--- config.mk ---
export PLATFORM = sky130hd
export DESIGN_NAME = scstmr_top
export DESIGN_NICKNAME = d
export VERILOG_FILES = /design/src/rtl/scstmr_pkg.sv /design/src/rtl/scstmr_tick_if.sv /design/src/rtl/scstmr_top.sv /design/src/rtl/scstmr_prescale.sv /design/src/rtl/scstmr_counter.sv
export SDC_FILE = /design/constraint.sdc
export NUM_CORES = 1
export LEC_CHECK = 0
export BUFFER_PORTS_ARGS = -buffer_cell sky130_fd_sc_hd__buf_2
export CAP_MARGIN = 15
export CORE_ASPECT_RATIO = 0.6
export CORE_MARGIN = 2
export CORE_UTILIZATION = 60
export DETAILED_ROUTE_END_ITERATION = 10
export GPL_TIMING_DRIVEN = 1
export PLACE_DENSITY = 0.81
export SLEW_MARGIN = 20
export SYNTH_ARGS = -nofsm -noshare
export SYNTH_HDL_FRONTEND = slang
export SYNTH_SLANG_ARGS = --single-unit
--- constraint.sdc ---
create_clock -name pclk -period 7.6 [get_ports pclk]
set_clock_uncertainty 0.15 [all_clocks]
set_input_delay 0.38 -clock pclk [delete_from_list [all_inputs] [get_ports pclk]]
set_output_delay 0.38 -clock pclk [all_outputs]
set_load 0.05 [all_outputs]
--- src/rtl/scstmr_pkg.sv ---
package scstmr_pkg;
  // register byte addresses (printed offsets not all multiples of four: index times four)
  localparam logic [7:0] IDX_IRQ_MASK    = 8'h41;
  localparam logic [7:0] IDX_IRQ_STATUS  = 8'h43;
  localparam logic [7:0] IDX_PERIODS_A   = 8'h48;
  localparam logic [7:0] IDX_PERIOD_GEN  = 8'h49;
  localparam logic [7:0] IDX_CTRL        = 8'h50;
  localparam logic [9:0] ADDR_IRQ_MASK   = {IDX_IRQ_MASK, 2'b00};
  localparam logic [9:0] ADDR_IRQ_STATUS = {IDX_IRQ_STATUS, 2'b00};
  localparam logic [9:0] ADDR_PERIODS_A  = {IDX_PERIODS_A, 2'b00};
  localparam logic [9:0] ADDR_PERIOD_GEN = {IDX_PERIOD_GEN, 2'b00};
  localparam logic [9:0] ADDR_CTRL       = {IDX_CTRL, 2'b00};

  // status bit positions
  localparam int BIT_HANDSHAKE = 0;
  localparam int BIT_GENERAL   = 1;
  localparam int BIT_SELECT    = 2;

  // field positions
  localparam int HTH_LSB = 4;
  localparam int SEL_LSB = 0;
  localparam int GEN_LSB = 0;

  // reset values
  localparam logic [7:0] RST_PERIODS = 8'h00;
  localparam logic [2:0] RST_STATUS  = 3'h0;
  localparam logic [2:0] RST_MASK    = 3'h0;

  // timing: base tick is 125 us at code 0001 (250 MHz scsi clock, divide setting valid)
  localparam int CLK_MHZ          = 250;
  localparam int BASE_PERIOD_US   = 125;
  localparam int SEL_ABORT_US     = 200;
  localparam int BASE_TICK_CYCLES = BASE_PERIOD_US * CLK_MHZ;
  localparam int SEL_ABORT_CYCLES = SEL_ABORT_US * CLK_MHZ;
  localparam int RD_GAP_CLKS      = 12;

  typedef enum logic [1:0] {
    SCSTMR_SEL_IDLE  = 2'b00,
    SCSTMR_SEL_WAIT  = 2'b01,
    SCSTMR_SEL_ABORT = 2'b11,
    SCSTMR_SEL_DONE  = 2'b10
  } scstmr_sel_state_t;

  // limit in base ticks for a period code; code 0 means disabled
  function automatic logic [15:0] scstmr_limit(input logic [3:0] code);
    scstmr_limit = 16'h0001 << (code - 4'h1);
  endfunction : scstmr_limit
endpackage : scstmr_pkg

--- src/rtl/scstmr_tick_if.sv ---
`timescale 1ns/1ps
interface scstmr_tick_if;
  logic tick;
  logic abort_done;
  logic abort_start;
  modport src (output tick, output abort_done, input abort_start);
  modport dst (input tick, input abort_done, output abort_start);
endinterface : scstmr_tick_if

--- src/rtl/scstmr_top.sv ---
`timescale 1ns/1ps
module scstmr_top #(
  parameter int TICK_CYCLES  = scstmr_pkg::BASE_TICK_CYCLES,
  parameter int ABORT_CYCLES = scstmr_pkg::SEL_ABORT_CYCLES
) (
  // clock and reset
  input  wire logic        pclk,
  input  wire logic        presetn,
  // apb slave
  input  wire logic        psel,
  input  wire logic        penable,
  input  wire logic        pwrite,
  input  wire logic [11:0] paddr,
  input  wire logic [31:0] pwdata,
  input  wire logic [3:0]  pstrb,
  output logic      [31:0] prdata,
  output logic             pready,
  output logic             pslverr,
  // scsi side
  input  wire logic        scsi_request_line,
  input  wire logic        scsi_acknowledge_line,
  input  wire logic        target_mode,
  input  wire logic        select_start,
  input  wire logic        select_answered,
  // interrupt
  output logic             irq
);
  logic [7:0]  timer_period_reg_a_r;
  logic [3:0]  general_timer_code_r;
  logic [2:0]  timer_irq_status_reg_r;
  logic [2:0]  timer_irq_mask_reg_r;
  logic [2:0]  set_ev;
  logic        wr_en;
  logic        rd_en;
  logic        stat_rd;
  logic        hs_req_q_r;
  logic        hs_ack_q_r;
  logic        handshake;
  logic        hth_exp;
  logic        gen_exp;
  logic        sel_exp;
  logic        sel_run;
  logic        sel_restart;
  logic        hth_zero_r;
  logic        gen_zero_r;
  logic        sel_zero_r;
  logic        write_hth;
  logic        write_sel;
  logic        write_gen;
  logic [9:0]  addr_w;
  logic [3:0]  hth_code;
  logic [3:0]  sel_code;
  scstmr_pkg::scstmr_sel_state_t sel_state_r;
  scstmr_tick_if tk ();

  // any upper address bit set maps to an unaligned, never-decoded value
  assign addr_w  = {paddr[9:2], 2'b00} | {10{|paddr[11:10]}};
  assign wr_en   = psel && penable && pwrite && pstrb[0];
  assign rd_en   = psel && penable && !pwrite;
  assign stat_rd = rd_en && addr_w == scstmr_pkg::ADDR_IRQ_STATUS;
  assign pready  = 1'b1;

  function automatic logic addr_known(input logic [9:0] a);
    addr_known = a == scstmr_pkg::ADDR_IRQ_MASK || a == scstmr_pkg::ADDR_IRQ_STATUS ||
                 a == scstmr_pkg::ADDR_PERIODS_A || a == scstmr_pkg::ADDR_PERIOD_GEN ||
                 a == scstmr_pkg::ADDR_CTRL;
  endfunction : addr_known

  assign pslverr = psel && penable && !addr_known(addr_w);

  // register writes
  always_ff @(posedge pclk or negedge presetn) begin
    if (!presetn) begin
      timer_period_reg_a_r <= scstmr_pkg::RST_PERIODS;
      general_timer_code_r <= scstmr_pkg::RST_PERIODS[3:0];
      timer_irq_mask_reg_r <= scstmr_pkg::RST_MASK;
    end else if (wr_en) begin
      case (addr_w)
        scstmr_pkg::ADDR_PERIODS_A:  timer_period_reg_a_r <= pwdata[7:0];
        scstmr_pkg::ADDR_PERIOD_GEN: general_timer_code_r <= pwdata[3:0];
        scstmr_pkg::ADDR_IRQ_MASK:   timer_irq_mask_reg_r <= pwdata[2:0];
        default: ;
      endcase
    end
  end

  assign hth_code  = timer_period_reg_a_r[scstmr_pkg::HTH_LSB +: 4];
  assign sel_code  = timer_period_reg_a_r[scstmr_pkg::SEL_LSB +: 4];
  assign write_hth = wr_en && addr_w == scstmr_pkg::ADDR_PERIODS_A;
  assign write_sel = write_hth;
  assign write_gen = wr_en && addr_w == scstmr_pkg::ADDR_PERIOD_GEN;

  // a rewrite only restarts after a zero was written first
  always_ff @(posedge pclk or negedge presetn) begin
    if (!presetn) begin
      hth_zero_r <= 1'b1;
      sel_zero_r <= 1'b1;
      gen_zero_r <= 1'b1;
    end else begin
      hth_zero_r <= hth_code == 4'h0;
      sel_zero_r <= sel_code == 4'h0;
      gen_zero_r <= general_timer_code_r == 4'h0;
    end
  end

  // handshake edge: req in target mode, ack in initiator mode
  always_ff @(posedge pclk or negedge presetn) begin
    if (!presetn) begin
      hs_req_q_r <= 1'b0;
      hs_ack_q_r <= 1'b0;
    end else begin
      hs_req_q_r <= scsi_request_line;
      hs_ack_q_r <= scsi_acknowledge_line;
    end
  end

  assign handshake = target_mode ? (scsi_request_line && !hs_req_q_r)
                                 : (scsi_acknowledge_line && !hs_ack_q_r);

  scstmr_prescale #(
    .TICK_CYCLES  (TICK_CYCLES),
    .ABORT_CYCLES (ABORT_CYCLES)
  ) u_pre (
    .pclk    (pclk),
    .presetn (presetn),
    .tk      (tk)
  );

  scstmr_counter u_hth (
    .pclk    (pclk),
    .presetn (presetn),
    .code    (hth_code),
    .tick    (tk.tick),
    .restart (handshake),
    .expired (hth_exp)
  );

  scstmr_counter u_gen (
    .pclk    (pclk),
    .presetn (presetn),
    .code    (general_timer_code_r),
    .tick    (tk.tick),
    .restart (1'b0),
    .expired (gen_exp)
  );

  assign sel_run     = sel_state_r == scstmr_pkg::SCSTMR_SEL_WAIT;
  assign sel_restart = !sel_run;

  scstmr_counter u_sel (
    .pclk    (pclk),
    .presetn (presetn),
    .code    (sel_code),
    .tick    (tk.tick),
    .restart (sel_restart),
    .expired (sel_exp)
  );

  // selection watch: period, then fixed abort delay
  always_ff @(posedge pclk or negedge presetn) begin
    if (!presetn) begin
      sel_state_r <= scstmr_pkg::SCSTMR_SEL_IDLE;
    end else begin
      case (sel_state_r)
        scstmr_pkg::SCSTMR_SEL_IDLE:
          if (select_start && sel_code != 4'h0) sel_state_r <= scstmr_pkg::SCSTMR_SEL_WAIT;
        scstmr_pkg::SCSTMR_SEL_WAIT:
          if (select_answered || sel_code == 4'h0) begin
            sel_state_r <= scstmr_pkg::SCSTMR_SEL_IDLE;
          end else if (sel_exp) begin
            sel_state_r <= scstmr_pkg::SCSTMR_SEL_ABORT;
          end
        scstmr_pkg::SCSTMR_SEL_ABORT:
          if (select_answered) begin
            sel_state_r <= scstmr_pkg::SCSTMR_SEL_IDLE;
          end else if (tk.abort_done) begin
            sel_state_r <= scstmr_pkg::SCSTMR_SEL_DONE;
          end
        scstmr_pkg::SCSTMR_SEL_DONE:
          sel_state_r <= scstmr_pkg::SCSTMR_SEL_IDLE;
        default:
          sel_state_r <= scstmr_pkg::SCSTMR_SEL_IDLE;
      endcase
    end
  end

  assign tk.abort_start = sel_run && sel_exp && !select_answered;

  assign set_ev[scstmr_pkg::BIT_HANDSHAKE] = hth_exp;
  assign set_ev[scstmr_pkg::BIT_GENERAL]   = gen_exp;
  assign set_ev[scstmr_pkg::BIT_SELECT]    =
    sel_state_r == scstmr_pkg::SCSTMR_SEL_DONE;

  // sticky status: read clears reported bits, a new event wins
  always_ff @(posedge pclk or negedge presetn) begin
    if (!presetn) begin
      timer_irq_status_reg_r <= scstmr_pkg::RST_STATUS;
    end else begin
      // only the bits latched for this read are cleared
      timer_irq_status_reg_r <= (timer_irq_status_reg_r & ~(stat_rd ? prdata[2:0] : 3'h0))
                                | set_ev;
    end
  end

  assign irq = |(timer_irq_status_reg_r & timer_irq_mask_reg_r);

  // read data
  always_ff @(posedge pclk or negedge presetn) begin
    if (!presetn) begin
      prdata <= 32'h0;
    end else if (psel && !penable && !pwrite) begin
      case (addr_w)
        scstmr_pkg::ADDR_IRQ_STATUS: prdata <= {29'h0, timer_irq_status_reg_r};
        scstmr_pkg::ADDR_IRQ_MASK:   prdata <= {29'h0, timer_irq_mask_reg_r};
        scstmr_pkg::ADDR_PERIODS_A:  prdata <= {24'h0, timer_period_reg_a_r};
        scstmr_pkg::ADDR_PERIOD_GEN: prdata <= {28'h0, general_timer_code_r};
        scstmr_pkg::ADDR_CTRL:       prdata <= {29'h0, sel_state_r != scstmr_pkg::SCSTMR_SEL_IDLE,
                                                hth_zero_r, gen_zero_r};
        default:                     prdata <= 32'h0;
      endcase
    end
  end
endmodule : scstmr_top

--- src/rtl/scstmr_prescale.sv ---
`timescale 1ns/1ps
module scstmr_prescale #(
  parameter int TICK_CYCLES  = scstmr_pkg::BASE_TICK_CYCLES,
  parameter int ABORT_CYCLES = scstmr_pkg::SEL_ABORT_CYCLES
) (
  // clock and reset
  input wire logic      pclk,
  input wire logic      presetn,
  // tick and abort delay
  scstmr_tick_if.src    tk
);
  logic [31:0] pre_r;
  logic [31:0] abort_r;
  logic        abort_run_r;

  // base tick from the divided scsi clock rate
  always_ff @(posedge pclk or negedge presetn) begin
    if (!presetn) begin
      pre_r   <= 32'h0;
      tk.tick <= 1'b0;
    end else if (pre_r == 32'(TICK_CYCLES - 1)) begin
      pre_r   <= 32'h0;
      tk.tick <= 1'b1;
    end else begin
      pre_r   <= pre_r + 32'h1;
      tk.tick <= 1'b0;
    end
  end

  // fixed selection abort delay
  always_ff @(posedge pclk or negedge presetn) begin
    if (!presetn) begin
      abort_r       <= 32'h0;
      abort_run_r   <= 1'b0;
      tk.abort_done <= 1'b0;
    end else if (tk.abort_start) begin
      abort_r       <= 32'h0;
      abort_run_r   <= 1'b1;
      tk.abort_done <= 1'b0;
    end else if (abort_run_r && abort_r == 32'(ABORT_CYCLES - 1)) begin
      abort_run_r   <= 1'b0;
      tk.abort_done <= 1'b1;
    end else begin
      abort_r       <= abort_run_r ? abort_r + 32'h1 : 32'h0;
      tk.abort_done <= 1'b0;
    end
  end
endmodule : scstmr_prescale

--- src/rtl/scstmr_counter.sv ---
`timescale 1ns/1ps
module scstmr_counter (
  // clock and reset
  input  wire logic       pclk,
  input  wire logic       presetn,
  // control
  input  wire logic [3:0] code,
  input  wire logic       tick,
  input  wire logic       restart,
  // result
  output logic            expired
);
  logic [15:0] cnt_r;
  logic        fired_r;

  // count base ticks; code 0 stops and clears
  always_ff @(posedge pclk or negedge presetn) begin
    if (!presetn) begin
      cnt_r   <= 16'h0;
      fired_r <= 1'b0;
      expired <= 1'b0;
    end else if (code == 4'h0 || restart) begin
      cnt_r   <= 16'h0;
      fired_r <= 1'b0;
      expired <= 1'b0;
    end else if (tick && !fired_r) begin
      if (cnt_r + 16'h1 >= scstmr_pkg::scstmr_limit(code)) begin
        fired_r <= 1'b1;
        expired <= 1'b1;
      end else begin
        expired <= 1'b0;
      end
      cnt_r <= cnt_r + 16'h1;
    end else begin
      expired <= 1'b0;
    end
  end
endmodule : scstmr_counter

==> results.md, run 1 <==
* CTS sink cnt at around 150
* Max Freq at 0.272 GHz
* Vias/cell at ~5.9
* Routed vias at between 7000 and 8000
* Depth of the CTS H-tree at 4
* Arr. time, crit path at 3.83 ns
* CTS Buf Count at 17
* Final Non-Filler Cells at 1266
* First-iteration detailed-routing DRC count at 661
* Required time worst endpoint at 7.76 ns
* Initial antenna violation count at 1
* Tcrit/Tclk final at 0.483
* Post-route ant nets at 0
* Worst reg2reg path depth at 11
* DP HPWL at between 15000 and 20000 µm
* First-pass DRT Iterations at 6
* Synth top area cells: dfrtp_1, ha_1, xnor2_1, xor2_1, nand2_1
* RSZ-0062 raised after global routing: false
* CTS Buffer Depth at 2
* Main combinational cell family by area after synthesis: simple AND/OR/NAND/NOR gates
* Grt met1 use at 0.394
* Slew headroom at 0.283
* Share of flip-flops with an asynchronous set or reset at 1.00
* Worst-path clk slew at roughly 0.060 ns
* Final Max Tran Viols at 0
* Crit start category: flip-flop
* Distinct cells, synth at between 60 and 70
* Yosys warns at 0
* Total global routing overflow at 0
* Row count at 35
* Status: finished, final reports clean
* GRT Util Overall at 0.259
* Core Util, Final at 0.664
* XOR/XNOR Fraction of Synth Area at 0.123
* First-pass GRT wire length at around 35000 µm
* Min-Delay Path Class: in2reg
* Root buffer cell: clkbuf_16
* Final setup fails at 0
* CTS tree: built
* Core area at about 16000 µm²
* Cell count after synthesis at 1028
* Final TNS setup at 0 ns
* Routing usage on met2 at 0.379
* Final Net Count at 1163
* Layout cells sized above 1 at 0.102
* Final hold viol count at 0
* Mapped cell area at about 9700 µm²
* Pwr per Cell Area at 167 nW/µm²
* Worst-margin pin slew at 1.07 ns
* Die Span X at 168 µm
* Dpl cells at between 1000 and 1500
* Max cap viols at 0
* Final Wtd Congestion at slightly below 0.9
* VDD IR max at approximately 0.16 mV
* Post-Synth Adder-Cell Area at 0.0699
* Crit Path Max Fanout at 6
* DR DRC count at 0
* Hold path depth at 2
* Synth top area share at 0.391
* Resized Gates After CTS at 0
* Largest area contributor in the netlist: dfrtp_1
* PortBufs at 38
* Period minus WS final at between 3 and 4 ns
* Overall power at 1.73 mW
* Seq/Total Area, Yosys at 0.396
* Post-synthesis simple-gate area fraction at 0.255
* Post-synth top flop: dfrtp_1
* Placed inst area at 9690 µm²
* Vias in the first global route at about 7000
* Worst skew pair latency at 0.42 ns
* Largest net degree at the start of global routing at 80
* CP endpoint kind: flip-flop
* Synth top cells by count: dfrtp_1, nand2_1, nor2_1, xnor2_1, nand3_1
* Synth Area in Compound Gates at 0.0659
* Crit path kind: reg2reg
* Die height at 102 µm
* Post-Route WL at roughly 21000 µm
* Met3 Use GR at 0.0519
* Most Crowded Layer GR: met1
* Number of flops mapped to enable cells by yosys at 0
* Num ports at between 90 and 100
* DR WL/cell at 16.5 µm
* Count leader, synth: dfrtp_1
* Initial Util at 0.622
* Diode count at 0
* Static leakage at about 4.7 nW
* Area delta synth->final at 6.73%
* Multiplexer share of the synthesized area at 0.0216
* Syn avg cell area at around 9.4 µm²
* Final instance area at slightly above 10000 µm²
* Die ar. at ~17000 µm²
* Synth Register Bits at about 150
layer usage:
| layer | wire (µm) | vias up |
|---|---|---|
| met1 | 10400 | 3595 |
| met4 | 231 | 2 |
| met3 | 1460 | 29 |
| met2 | 8790 | 259 |
| met5 | 13 | - |
| li1 | - | 3601 |
stage by stage:
stage	hold WS (ns)	setup slack, ns
global route	0.0463	3.59
floorplan	-0.0656	4.63
global placement	0.277	4.17
CTS	0.0409	4.01
finish	0.0540	3.93
detailed placement	0.274	4.10
cell families after synthesis:
group,count (synthesis)
and+or+nand+nor,477
DFF,153
xor gates and xnor gates,136
AOI/OAI and AO/OA,101
adders and majority gates,54
buffers and inverters,89
other,2
muxes,16
worst max-delay path, cell delays in order (launching register included):
cell	delay, ns
dfrtp_1	0.45
ha_1	0.24
nand3_1	0.22
nor4_1	0.82
and3_1	0.30
nand3_1	0.11
xnor2_1	0.15
ha_1	0.30
nand4_1	0.12
nor3_1	0.23
o21ai_0	0.16
a211oi_1	0.33
final cells by class:
type	count	area (µm²)
Sequential cell	153	3830
Clock inverter	11	111
Fill cell	1210	5230
Multi-Input combinational cell	809	5290
Tap cell	203	254
Inverter	23	86.3
Timing Repair Buffer	47	274
Clock buffer	20	467
state kept, by name (all words and copies together), names as in the netlist, 2 cells and up:
signal and cells:
u_sel.cnt_r 16, u_pre.abort_r 32, timer_irq_status_reg_r 3, u_gen.cnt_r 16
sel_state_r 2, u_hth.cnt_r 16, prdata 8, timer_period_reg_a_r 8
general_timer_code_r 4, timer_irq_mask_reg_r 3, u_pre.pre_r 32
worst paths after layout:
path                       slack (ns)                  startpoint                                  end
setup / recovery                 3.93  u_hth.cnt_r[0]$_DFFE_PN0P_              u_hth.expired$_DFF_PN0_
hold / removal                   0.05                   pwdata[5]  timer_period_reg_a_r[5]$_DFFE_PN0P_
setup reg to reg                 3.93  u_hth.cnt_r[0]$_DFFE_PN0P_              u_hth.expired$_DFF_PN0_
hold reg to reg                  0.30     u_gen.expired$_DFF_PN0_  timer_irq_status_reg_r[1]$_DFF_PN0_
max in group asynchronous        5.43                     presetn  general_timer_code_r[3]$_DFFE_PN0P_
min in group asynchronous        0.39                     presetn         u_pre.abort_r[6]$_DFFE_PN0N_
where the power goes:
part | internal (mW) | switching, mW | total, mW
combinational | 0.0126 | 0.0631 | 0.0757
clock | 0.480 | 0.351 | 0.831
sequential | 0.817 | 0.00184 | 0.819
cells in the final DEF, fill, tap and decap left out, drive strengths merged, types with 5 or more instances in the layout:
master / netlist / layout
dfrtp: 151 / 151
nand2: 108 / 108
nor2: 106 / 106
xnor2: 76 / 76
nand3: 67 / 67
xor2: 60 / 60
ha: 54 / 54
nand4: 46 / 46
buf: 36 / 43
a21oi: 32 / 32
inv: 23 / 27
nor3: 26 / 26
conb: 2 / 25
o21ai: 23 / 23
and3: 21 / 21
and2: 21 / 21
clkbuf: 24 / 20
nor4: 20 / 20
nor2b: 18 / 18
mux2: 15 / 15
a21o: 11 / 11
and4: 9 / 9
or3: 9 / 9
o31ai: 6 / 6
nor4b: 5 / 5
a211oi: 5 / 5
clkinvlp: 0 / 5
nor3b: 5 / 5
what timing repair did:
item / CTS / global route
hold buffers: 4 / 0
buffers inserted: 0 / 0
endpoints found under the hold margin: 77 / 0
No activity file was read; power rests on OpenSTA's default activity.
==> run 2: changes to the inputs <==
Settings changed: ABC_AREA set to 1, PLACE_DENSITY 0.81 to 0.8.
Clock period 7.6 ns to 3.7 ns, I/O delays scaled along.
==> run 2 against run 1 <==
  * First-iteration DRC count up 82%
  * Final cell count is 43% higher
  * Flip-flop and latch count did not move
  * Hold slack worse by 0.022 ns
  * Wire length up 29%
  * Clock power up 130%
  * Largest power group unchanged
  * Highest routed layer is now met4
  * Via count rose by 32%
  * Largest cell class unchanged
  * Non-clock buffer count grew 8
  * Sequential power is 110% higher
  * Sequential share of layout area decreased by 4.4 points
==> results.md, run 2 <==
* Status: finished, final reports clean
* Gate power share at 0.078
* Root buffer cell: clkbuf_16
* Largest area contributor in the netlist: dfrtp_1
* First-iteration detailed-routing DRC count at approximately 1200
* Max Freq at ~0.36 GHz
* Final setup fails at 0
* Largest net degree at the start of global routing at between 60 and 70
* First-pass GRT wire length at around 45000 µm
* Yosys warns at 0
* CP endpoint kind: flip-flop
* Vias/cell at between 5 and 6
* Slew headroom at 0.562
* Final Max Tran Viols at 0
* Crit start category: flip-flop
* Initial Util at 0.614
* Met3 Use GR at 0.0851
* Tcrit/Tclk final at 0.757
* Max stage delay on crit path at ~0.43 ns
* Final hold viol count at 0
* Post CTS Setup Buffer Count at 0
* Crit-path slowest cell: dfrtp_1
* CTS Buffer Depth at 2
* Share of flip-flops with an asynchronous set or reset at 1.00
* Final Wtd Congestion at approximately 0.97
* Post-route ant nets at 0
* Initial antenna violation count at 0
* Resized Gates After CTS at 0
* Count leader, synth: nand2_1
* Number of flops mapped to enable cells by yosys at 0
* Synth Register Bits at 153
* Die Span X at approximately 180 µm
* Most common cell after layout, fill and taps aside: nand2_1
* CTS Buf Count at 17
* Main combinational cell family by area after synthesis: simple AND/OR/NAND/NOR gates
* CP top delay family: simple AND/OR/NAND/NOR gates
* Fillers at 1419
* Distinct cells, synth at 40
* Required time worst endpoint at between 3 and 4 ns
* Synth top area cells: dfrtp_1, nand2_1, inv_1, nor2_1, ha_1
* Routing usage on met2 at 0.402
* Final Net Count at roughly 1700
* Worst-margin pin slew at approximately 0.66 ns
* Synth Area in Compound Gates at 0.0546
* Most frequent cells in the layout: nand2_1, inv_1, nor2_1
* Clock group share of total power at 0.489
* Core area at roughly 17000 µm²
* Seq pwr share at 0.433
* Worst Path Buf+Inv at 2
* Vias in the first global route at around 8800
* CTS tree: built
* Worst-path clk slew at around 0.070 ns
* Synth top cells by count: nand2_1, inv_1, nor2_1, dfrtp_1, nand3_1
* Crit path kind: reg2reg
* Post-Route WL at around 27000 µm
* Largest regs: u_pre.abort_r x32, u_pre.pre_r x32
* Syn avg cell area at between 7 and 8 µm²
* XOR/XNOR Fraction of Synth Area at 0.0522
* Cell count after synthesis at ~1500
* Post-Synth Adder-Cell Area at 0.0639
* Worst skew pair latency at 0.44 ns
* Hold_buf cts at 13
* Most used cell, CP: nand2_1
* GRT Util Overall at 0.301
* Static leakage at roughly 6 nW
* DP HPWL at around 20000 µm
* RSZ-0062 raised after global routing: false
* Final TNS setup at 0 ns
* DR WL/cell at roughly 15 µm
* Total global routing overflow at 0
* Seq/Total Area, Yosys at 0.362
* Sw Pwr at ~1.0 mW
* Most Crowded Layer GR: met1
* CTS sink cnt at 153
* Max cap viols at 0
* Depth of the CTS H-tree at 4
* Die height at about 110 µm
* Min-Delay Path Class: in2reg
* CP cell instances: ha_1 > nand2_1 > nor3_1 > nand2_1 > nor2_1 > nand2_1 > nand2_1 > inv_1 > ha_1 > nand2_1 > inv_1 > nand3_1 > nor3_1 > nand2_1 > nand3_1 > nand2_1 > nand2_1
* VDD IR max at around 0.32 mV
* Multiplexer share of the synthesized area at 0
* Post-synthesis simple-gate area fraction at 0.361
* Post-synth top flop: dfrtp_1
* Grt met1 use at 0.476
* Die ar. at approximately 19000 µm²
* Mapped cell area at roughly 11000 µm²
* Setup slack after layout at 0.900 ns
* Row count at 37
* DR DRC count at 0
* Synth top area share at 0.357
* Area delta synth->final at 10.5%
* First-pass DRT Iterations at 6
* PortBufs at 38
* Arr. time, crit path at 3.03 ns
* Pre-CTS setup slack at 1.00 ns
* Period minus WS final at 2.80 ns
* Num ports at 93
* Routed vias at about 9900
* Layout cells sized above 1 at 0.0883
* Crit Path Max Fanout at 5
* Pwr per Cell Area at about 340 nW/µm²
* Pint at between 2 and 3 mW
* Diode count at 0
* Switching Share at 0.265
run 2: changes by cell type in the layout (fill, tap and decap cells not counted), sizes merged, moves of 17 or more:
| cell | previous run | this run |
|---|---|---|
| nand2 | 108 | 438 |
| and3 | 21 | 0 |
| inv | 27 | 235 |
| nor2b | 18 | 1 |
| nor3 | 26 | 58 |
| xnor2 | 76 | 3 |
| and2 | 21 | 4 |
| nor2 | 106 | 220 |
| nand3 | 67 | 91 |
run 2: stage by stage:
| stage | instance area (µm²) | hold slack (ns) | utilization | total power [mW] | cells |
|---|---|---|---|---|---|
| after floorplan | 10700 | -0.261 | - | 1.95 | 1526 |
| after global placement | 10900 | 0.0357 | 0.634 | 2.03 | 1764 |
| after detailed placement | 10900 | 0.0410 | 0.634 | 2.04 | 1764 |
| after CTS | 11700 | 0.0262 | 0.679 | 3.97 | 1809 |
| after global routing | 11700 | 0.0477 | 0.679 | 4.08 | 1809 |
| final | 11700 | 0.0324 | 0.679 | 3.95 | 1809 |
run 2: area by class of cell:
cell class / count / area (µm²) / area share
clock inverter: 15 / 211 / 0.0181
sequential: 153 / 3830 / 0.328
inverter: 228 / 856 / 0.0732
multi-input combinational: 1107 / 5720 / 0.489
clock buffer: 17 / 425 / 0.0364
tap: 234 / 293 / 0.0250
timing repair buffer: 55 / 357 / 0.0305
run 2: final timing paths:
check | startpoint | to | slack (ns) | depth (start not counted)
setup / recovery | u_hth.cnt_r[0]$_DFFE_PN0P_ | u_hth.fired_r$_DFFE_PN0P_ | 0.90 | 17
hold / removal | psel | timer_irq_status_reg_r[1]$_DFF_PN0_ | 0.03 | 6
setup reg to reg | u_hth.cnt_r[0]$_DFFE_PN0P_ | u_hth.fired_r$_DFFE_PN0P_ | 0.90 | 17
hold reg to reg | u_gen.expired$_DFF_PN0_ | timer_irq_status_reg_r[1]$_DFF_PN0_ | 0.28 | 2
max in group asynchronous | presetn | u_sel.cnt_r[14]$_DFFE_PN0P_ | 2.41 | 3
min in group asynchronous | presetn | u_pre.abort_r[29]$_DFFE_PN0N_ | 0.12 | 2
run 2: metal layers:
metal  up-vias  share of wire  routed length, µm
met3        28           0.11               2950
met5         -              0                  0
met1      4530           0.49              13200
met2       475           0.39              10500
met4         0          0.011                293
li1       4823              -                  -
run 2: power groups by stage:
stage / logic, mW / registers, mW / clock network (mW)
CTS: 0.308 / 1.71 / 1.95
global placement: 0.290 / 1.74 / 0
floorplan: 0.196 / 1.75 / 0
finish: 0.308 / 1.71 / 1.93
detailed placement: 0.296 / 1.74 / 0
global route: 0.341 / 1.71 / 2.03
run 2: worst reg2reg max path, stage by stage (launching register included):
cell and delay (ns):
dfrtp_1 0.43, ha_1 0.21, nand2_1 0.10, nor3_1 0.36, nand2_1 0.14, nor2_1 0.11, nand2_1 0.06, nand2_1 0.09
inv_1 0.07, ha_1 0.29, nand2_1 0.05, inv_1 0.07, nand3_1 0.07, nor3_1 0.19, nand2_1 0.09, nand3_1 0.11
nand2_1 0.08, nand2_1 0.06
run 2: logic make-up (layout without fill, tap and decap cells):
logic type | Yosys count | count (layout)
compound gates | 99 | 99
xor+xnor | 63 | 63
fa+ha+maj | 54 | 54
buf+inv | 266 | 315
flops | 153 | 153
other cells | 2 | 25
simple gates | 866 | 866
